===== src/tes_pkg.sv =====
// Package of constants and types for the trap entry sequencer
package tes_pkg;
  localparam int TES_WIN_BITS = 3;
  localparam logic [7:0] TES_TT_STORE_FAULT = 8'h2B;
  localparam logic [7:0] TES_TT_FETCH_MISS = 8'h3C;
  localparam logic [7:0] TES_TT_FETCH_FAULT = 8'h21;
  localparam logic [7:0] TES_TT_REG_FAULT = 8'h20;
  localparam logic [7:0] TES_TT_FETCH_EXC = 8'h01;
  localparam logic [31:0] TES_RESET_PC = 32'h0000_0000;
  localparam logic [31:0] TES_PC_STEP = 32'h0000_0004;
  localparam logic [4:0] TES_SAVE_PC_REG = 5'h11;
  localparam logic [4:0] TES_SAVE_NPC_REG = 5'h12;
  localparam int TES_PRIO_BITS = 5;
  localparam logic [4:0] TES_PRIO_NONE = 5'h1F;
  typedef enum logic [2:0] {
    TES_RUN = 3'b001,
    TES_SAVE = 3'b010,
    TES_HALT = 3'b100
  } tes_state_t;
endpackage : tes_pkg


===== src/tes_trap_entry_sequencer.sv =====
// Trap entry sequencer: state word update, counter save, fetch redirect
`timescale 1ns/1ps
module tes_trap_entry_sequencer #(
  parameter int WINDOW_COUNT = 8
) (
  input wire logic core_clk_in,
  input wire logic rstn_in,
  input wire logic reset_req_in,
  input wire logic store_fault_in,
  input wire logic fetch_miss_in,
  input wire logic fetch_fault_in,
  input wire logic reg_fault_in,
  input wire logic fetch_exc_in,
  input wire logic precise_req_in,
  input wire logic [7:0] precise_tt_in,
  input wire logic [4:0] precise_prio_in,
  input wire logic async_req_in,
  input wire logic [7:0] async_tt_in,
  input wire logic [4:0] async_prio_in,
  input wire logic [31:0] pc_in,
  input wire logic [31:0] next_pc_in,
  input wire logic [31:0] trap_base_in,
  input wire logic [tes_pkg::TES_WIN_BITS-1:0] window_init_in,
  output logic trap_enable_out,
  output logic supervisor_out,
  output logic previous_supervisor_out,
  output logic [tes_pkg::TES_WIN_BITS-1:0] current_window_pointer_out,
  output logic [7:0] trap_type_field_out,
  output logic redirect_out,
  output logic [31:0] fetch_pc_out,
  output logic [31:0] fetch_next_pc_out,
  output logic reg_wr_out,
  output logic [tes_pkg::TES_WIN_BITS-1:0] reg_wr_window_out,
  output logic [4:0] reg_wr_addr_out,
  output logic [31:0] reg_wr_data_out,
  output logic halted_out,
  output logic trap_taken_out
);
  import tes_pkg::*;

  // ---------------------------------------------------------------
  // Input synchroniser for reset request
  // ---------------------------------------------------------------
  logic rst_sync1_reg;
  logic rst_sync2_reg;
  always_ff @(posedge core_clk_in or negedge rstn_in) begin
    if (!rstn_in) begin
      rst_sync1_reg <= 1'b0;
      rst_sync2_reg <= 1'b0;
    end else begin
      rst_sync1_reg <= reset_req_in;
      rst_sync2_reg <= rst_sync1_reg;
    end
  end

  // ---------------------------------------------------------------
  // Trap classification and priority
  // ---------------------------------------------------------------
  wire fault_any;
  wire [7:0] fault_tt;
  wire [4:0] fault_prio;
  wire [7:0] prec_tt;
  wire [4:0] prec_prio;
  wire prec_any;
  wire async_wins;
  wire [7:0] win_tt;
  wire is_precise;
  assign fault_any = store_fault_in | fetch_miss_in | fetch_fault_in | reg_fault_in |
                     fetch_exc_in;
  assign fault_tt = store_fault_in ? TES_TT_STORE_FAULT :
                    fetch_miss_in ? TES_TT_FETCH_MISS :
                    fetch_fault_in ? TES_TT_FETCH_FAULT :
                    reg_fault_in ? TES_TT_REG_FAULT :
                    TES_TT_FETCH_EXC;
  assign fault_prio = (store_fault_in | fetch_miss_in) ? 5'h02 :
                      fetch_fault_in ? 5'h03 : reg_fault_in ? 5'h04 : 5'h05;
  // Fault sources compete with the pipeline's own precise request
  assign prec_any = fault_any | precise_req_in;
  assign prec_prio = !fault_any ? precise_prio_in :
                     (precise_req_in && precise_prio_in < fault_prio) ? precise_prio_in :
                     fault_prio;
  assign prec_tt = !fault_any ? precise_tt_in :
                   (precise_req_in && precise_prio_in < fault_prio) ? precise_tt_in :
                   fault_tt;
  assign async_wins = async_req_in && (!prec_any || async_prio_in < prec_prio);
  assign is_precise = prec_any && !async_wins;
  assign win_tt = async_wins ? async_tt_in : prec_tt;

  wire [TES_WIN_BITS-1:0] new_cwp;
  assign new_cwp = (current_window_pointer_out == '0) ?
                   TES_WIN_BITS'(WINDOW_COUNT - 1) :
                   current_window_pointer_out - 1'b1;

  // ---------------------------------------------------------------
  // Sequencer
  // ---------------------------------------------------------------
  tes_state_t state_reg;
  tes_state_t state_next;
  wire take_reset;
  wire take_trap;
  wire go_halt;
  assign take_reset = rst_sync2_reg;
  assign take_trap = (state_reg == TES_RUN) && trap_enable_out && (prec_any || async_req_in);
  // Ignored async requests must not mask a precise trap
  assign go_halt = (state_reg == TES_RUN) && !trap_enable_out && prec_any;

  always_comb begin
    state_next = state_reg;
    case (state_reg)
      TES_RUN: begin
        if (take_reset || take_trap) begin
          state_next = TES_SAVE;
        end else if (go_halt) begin
          state_next = TES_HALT;
        end
      end
      TES_SAVE: begin
        state_next = take_reset ? TES_SAVE : TES_RUN;
      end
      TES_HALT: begin
        state_next = take_reset ? TES_SAVE : TES_HALT;
      end
      default: begin
        state_next = TES_RUN;
      end
    endcase
  end

  logic [31:0] saved_npc_reg;
  wire enter;
  assign enter = (state_reg != TES_SAVE) && (take_reset || take_trap);

  always_ff @(posedge core_clk_in or negedge rstn_in) begin
    if (!rstn_in) begin
      state_reg <= TES_RUN;
      trap_enable_out <= 1'b0;
      supervisor_out <= 1'b1;
      previous_supervisor_out <= 1'b0;
      current_window_pointer_out <= '0;
      trap_type_field_out <= 8'h00;
      redirect_out <= 1'b0;
      fetch_pc_out <= TES_RESET_PC;
      fetch_next_pc_out <= TES_PC_STEP;
      reg_wr_out <= 1'b0;
      reg_wr_window_out <= '0;
      reg_wr_addr_out <= 5'h00;
      reg_wr_data_out <= 32'h0000_0000;
      saved_npc_reg <= 32'h0000_0000;
      halted_out <= 1'b0;
      trap_taken_out <= 1'b0;
    end else begin
      state_reg <= state_next;
      redirect_out <= 1'b0;
      reg_wr_out <= 1'b0;
      trap_taken_out <= 1'b0;
      halted_out <= (state_next == TES_HALT);
      if (enter) begin
        // Counters, state word and window change together
        trap_enable_out <= 1'b0;
        previous_supervisor_out <= supervisor_out;
        supervisor_out <= 1'b1;
        current_window_pointer_out <= new_cwp;
        if (!take_reset) begin
          trap_type_field_out <= win_tt;
        end
        redirect_out <= 1'b1;
        trap_taken_out <= 1'b1;
        fetch_pc_out <= take_reset ? TES_RESET_PC : trap_base_in;
        fetch_next_pc_out <= take_reset ? TES_PC_STEP : trap_base_in + TES_PC_STEP;
        reg_wr_out <= 1'b1;
        reg_wr_window_out <= new_cwp;
        reg_wr_addr_out <= TES_SAVE_PC_REG;
        reg_wr_data_out <= pc_in;
        saved_npc_reg <= next_pc_in;
      end else if (state_reg == TES_SAVE) begin
        reg_wr_out <= 1'b1;
        reg_wr_addr_out <= TES_SAVE_NPC_REG;
        reg_wr_data_out <= saved_npc_reg;
      end
    end
  end
endmodule : tes_trap_entry_sequencer


===== config.mk =====
export PLATFORM = sky130hd
export DESIGN_NAME = tes_trap_entry_sequencer
export DESIGN_NICKNAME = d
export VERILOG_FILES = /design/src/tes_pkg.sv /design/src/tes_trap_entry_sequencer.sv
export SDC_FILE = /design/constraint.sdc
export NUM_CORES = 1
export LEC_CHECK = 0
export BUFFER_PORTS_ARGS = -buffer_cell sky130_fd_sc_hd__buf_2
export CORE_MARGIN = 1
export CORE_UTILIZATION = 28
export DETAILED_ROUTE_END_ITERATION = 7
export SETUP_SLACK_MARGIN = 0.02
export SLEW_MARGIN = 40
export SYNTH_ARGS = -nofsm -noshare
export SYNTH_HDL_FRONTEND = slang
export SYNTH_SLANG_ARGS = --single-unit
export TNS_END_PERCENT = 50

===== constraint.sdc =====
create_clock -name core_clk_in -period 3.6 [get_ports core_clk_in]
set_input_delay 0.18 -clock core_clk_in [delete_from_list [all_inputs] [get_ports core_clk_in]]
set_output_delay 0.18 -clock core_clk_in [all_outputs]
set_load 0.005 [all_outputs]

# [Yosys cells after proc, flatten, opt, wreduce, memory -nomap -nowiden]
# Index checks and enable logic that the tools add are counted.
[totals] regBits=153 latch_bits=0 mem_bits_rw=0 mem_bits_ro=0 in_bits=135 output_inout_bits=122 word_cells=65 memories=0
[classes] n_addsub=2 mul=0 div=0 n_lt_le_gt_ge=2 eq_ne=5 shifts=0 mux=27 bitwise=6 reduce_logical=9
[ops] operator="$mux 32" count=4
[ops] operator="$add 32x3->32 const B" count=1
[ops] operator="$mux 6" count=4
[ops] operator="$mux 8" count=3
[ops] operator="$mux 5" count=4
[ops] operator="$mux 3" count=6
[ops] operator="$pmux 3 s3" count=1
[ops] operator="$eq 3x3->1 const B" count=2
[ops] operator="$lt 5x3->1" count=1
[ops] operator="$lt 5x5->1" count=1
[ops] operator="$or 1x1->1" count=5
[ops] operator="$logic_and 1x1->1" count=4
[ops] operator="$mux 1" count=4
[ops] operator="$eq 3x1->1 const B" count=1
[ops] operator="$eq 3x2->1 const B" count=1
[ops] operator="$logic_not 3->1" count=1
[ops] operator="$ne 3x2->1 const B" count=1
[ops] operator="$sub 3x1->3 const B" count=1
[ops] operator="$mux 2" count=1
[ops] operator="$reduce_and 2->1" count=1
[ops] operator="$reduce_bool 2->1" count=1
[ops] operator="$logic_not 1->1" count=1
[ops] operator="$logic_or 1x1->1" count=1
[ops] operator="$not 1->1" count=1

# [Depth between registers and ports, before layout]
[depth] ltp_word=11 ltp_mapped=5 mapped_depth_nobuf=5

# [Least setup slack after synthesis]
# Ideal clock, no wire load.
[synth_timing] path_type="reg2reg" from="register state_reg[1]" to="register saved_npc_reg[10]" setup_ns=0.125 arrival_ns=1.408 t_required_ns=3.475 slack_ns=2.067 path_stages_with_launch=6 n_path_buf=1 period_less_slack_ns=1.533 path_cell_list="dfrtp_1 or3b_4 nand2_4 inv_4 buf_8 mux2_4"
[synth_between] elab_chain_cells=2
[synth_lines] element="from (decl)" line_no="tes_trap_entry_sequencer.sv:97" text="tes_state_t state_reg;"
[synth_lines] element="from (signal assigned)" line_no="tes_trap_entry_sequencer.sv:152" text="state_reg <= state_next;"
[synth_lines] element="$ne 3x2->1" line_no="tes_trap_entry_sequencer.sv:131" text="assign enter = (state_reg != TES_SAVE) && (take_reset || take_trap);"
[synth_lines] element="$logic_and 1x1->1" line_no="tes_trap_entry_sequencer.sv:131"
[synth_lines] element="to (signal assigned)" line_no="tes_trap_entry_sequencer.sv:174" text="saved_npc_reg <= next_pc_in;"
[synth_lines] element="to (decl)" line_no="tes_trap_entry_sequencer.sv:129" text="logic [31:0] saved_npc_reg;"
# No other way between the ends.
# A chain may end at the register's enable or synchronous reset.

# [Final worst setup path]
[layout_timing] from="register state_reg[1]" to="register saved_npc_reg[16]"
# The elaborated chain is that of the path after synthesis.

==> reports/metrics.csv <==
metric,value,unit
Fin Setup TNS,0,ns
Vias per Instance,4.00,
synth warn,0,
total track usage,12.3,%
Max-Cap Viols,0,
mux cell area share after synthesis,14.0,%
DP HPWL,7780,um
Hold Path Depth,4,
Die ar.,20800,um2
combinational share of power,19.5,%
Static Leak,4.01,nW
average size of a mapped cell,13.5,um2
Post-DRT Antenna Nets,0,
Resized cells post-CTS,0,
post-synthesis async set-or-reset flop share,100,%
Post-Synth Simple-Gate Area,10.8,%
Die Span Y,144,um
nets,767,
worst vdd ir,0.000344,V
Clk Tree Root Cell,clkbuf_16,
fin crit share,63.6,%
skew final,0.0129,ns
PortBufs,190,
initial antenna violation count,1,
critical path capture point type,flop,
outcome,completed,
cells after synthesis,419,
DRC errors left,0,
FILL cells,1920,
Starting Density,28.8,%
pin count of the biggest net entering global routing,66,
Netlist Area Pre-Place,5670,um2
XOR/XNOR Fraction of Synth Area,0.155,%
Post-CTS Setup Bufs,0,
TritonCTS Buffers,17,
GRT overflow,0,
Worst Tran Pin Value,0.696,ns
Yosys cell types,33,
final wirelength,12200,um
Switching Fraction,26.9,%
Reg2Reg Depth,4,
Post-synth EDFFs,0,
Final GP Congestion,0.691,
vias in the first global route,3606,
critical path type,reg2reg,
main combinational cell family by area after synthesis,multiplexers,
TritonRoute pass-1 iters,4,
H-tree Lvls,4,
CP Max Fanout,65,
Sw Pwr,1.31,mW
RSZ-0062 raised after global routing,no,
dominant synthesized flop cell,dfrtp_1,
Critical Path AT,2.58,ns
Synth Area in Compound Gates,3.97,%
part of the power in registers,44.8,%
Int Power,3.58,mW
Core Area,19700,um2
sequential area share after synthesis,65.8,%
Power Total,4.89,mW
power per cell area,635,nW/um2
fraction of layout cells with a size suffix above 1,40.7,%
row cnt,51,
endpoints failing setup,0,
clk sinks,149,
Adder-Cell Fraction of Synth Area,0.442,%
Max Fclk,0.437,GHz
initial DRC count,112,
routed len/inst,13.4,um
crit start category,flop,
"Min Clock Period, post-route",2.29,ns
"Hold Vio Cnt, Final",0,
first-pass GRT wire length,19200,um
worst-case clock buffer depth,2,
vias,3638,
dpl cell area,6780,um2
worst hold path class,in2reg,
power share of the clock group,35.8,%
clock latency on the worst-skew pair,0.42,ns
Die W,144,um
P&R area growth vs syn,35.9,%
"Slew Viols, Final",0,
final instance area,7700,um2
IO Pins,257,
post-synthesis register bit count,149,
Worst-path clk slew,0.06,ns
cts hold-fix bufs,34,
Worst EP required,3.89,ns
CTS tree,yes,
Worst slew margin,53.6,%
## layout make-up
cell class	count	area, um2	area share [%]
timing repair buffer	230	1340	17.4
inverter	6	25.0	0.325
tap	265	332	4.30
clock inverter	7	97.6	1.27
clock buffer	25	485	6.30
sequential	149	3730	48.5
antenna	1	2.50	0.0325
multi-input combinational	226	1690	21.9
## worst max-delay path: stages (launching register included)
cell     delay [ns]
dfrtp_1        0.45
or3b_4         0.47
nand2_4        0.44
inv_4          0.38
mux2_4         0.40
## cells in the mapped netlist, types with 2 or more instances
library cell | count | area, um2
clkbuf_2 | 6 | 30.0
nand2b_1 | 4 | 25.0
or3_1 | 2 | 12.5
mux2i_1 | 33 | 330
inv_1 | 5 | 18.8
dfrtp_1 | 147 | 3680
mux2_4 | 27 | 405
ha_1 | 2 | 25.0
o21ai_0 | 33 | 165
dfstp_2 | 2 | 52.6
conb_1 | 2 | 7.51
clkbuf_1 | 13 | 48.8
and2_1 | 61 | 382
mux2_2 | 5 | 56.3
nand2_1 | 32 | 120
a21oi_1 | 4 | 20.0
buf_4 | 11 | 82.6
buf_2 | 7 | 35.0
buf_8 | 2 | 30.0
nor2_1 | 7 | 26.3
a211oi_1 | 2 | 15.0
## path summary, 6_finish.rpt
check                                   startpoint                             to  slack, ns
setup / recovery            state_reg[1]$_DFF_PN0_  saved_npc_reg[16]$_DFFE_PN0P_       1.31
hold / removal                        fetch_exc_in         state_reg[0]$_DFF_PN1_       0.04
setup reg to reg            state_reg[1]$_DFF_PN0_  saved_npc_reg[16]$_DFFE_PN0P_       1.31
hold reg to reg            rst_sync1_reg$_DFF_PN0_        rst_sync2_reg$_DFF_PN0_       0.36
max in group asynchronous                  rstn_in  saved_npc_reg[10]$_DFFE_PN0P_       2.44
min in group asynchronous                  rstn_in   fetch_pc_out[15]$_DFFE_PN0P_       0.31
## power groups by stage
stage,combinational (mW),sequential [mW],clock (mW)
after floorplan,0.548,2.21,0
after global placement,0.928,2.20,0
after detailed placement,0.941,2.21,0
after CTS,0.970,2.19,1.81
after global routing,1.08,2.23,1.89
final,0.953,2.19,1.75
## logic make-up (layout without fill, tap and decap cells)
logic type      count (synthesis)  after routing
mux                            65             65
fa+ha+maj                       2              2
other cells                     2              5
flops                         149            149
buf+inv                        46            268
xor+xnor                        1              1
compound gates                 42             42
simple gates                  112            112
## metrics by stage
stage | util, % | worst slack [ns] | cells | hold WS (ns)
after floorplan | - | 2.07 | 421 | -0.116
after global placement | 34.5 | 1.27 | 842 | 0.210
after detailed placement | 34.5 | 1.27 | 842 | 0.208
after CTS | 39.2 | 1.27 | 908 | 0.00708
after global routing | 39.2 | 1.12 | 908 | 0.0420
final | 39.2 | 1.31 | 909 | 0.0378
## placed cells by master, fill, tap and decap left out, types with 3 or more instances in the layout
master / netlist / final
o21ai_0: 33 / 33
nor2_1: 7 / 7
mux2_4: 27 / 27
clkbuf_1: 13 / 5
conb_1: 2 / 4
buf_4: 11 / 6
and2_1: 61 / 61
clkbuf_16: 0 / 17
mux2i_1: 33 / 33
buf_2: 7 / 189
dfrtp_1: 147 / 146
a21oi_1: 4 / 4
mux2_2: 5 / 5
dlygate4sd3_1: 0 / 34
nand2b_1: 4 / 4
nand2_1: 32 / 32
inv_1: 5 / 5
clkbuf_8: 0 / 3
## per-layer routing
layer / up-vias / global-route usage, % / part of all wire (%)
met5: - / 0 / 0
met4: 0 / 5.65 / 1.3
met3: 11 / 3.48 / 4.8
met2: 111 / 18.2 / 45
met1: 1738 / 16.7 / 49
li1: 1778 / - / -
No activity file was read; power rests on OpenSTA's default activity.
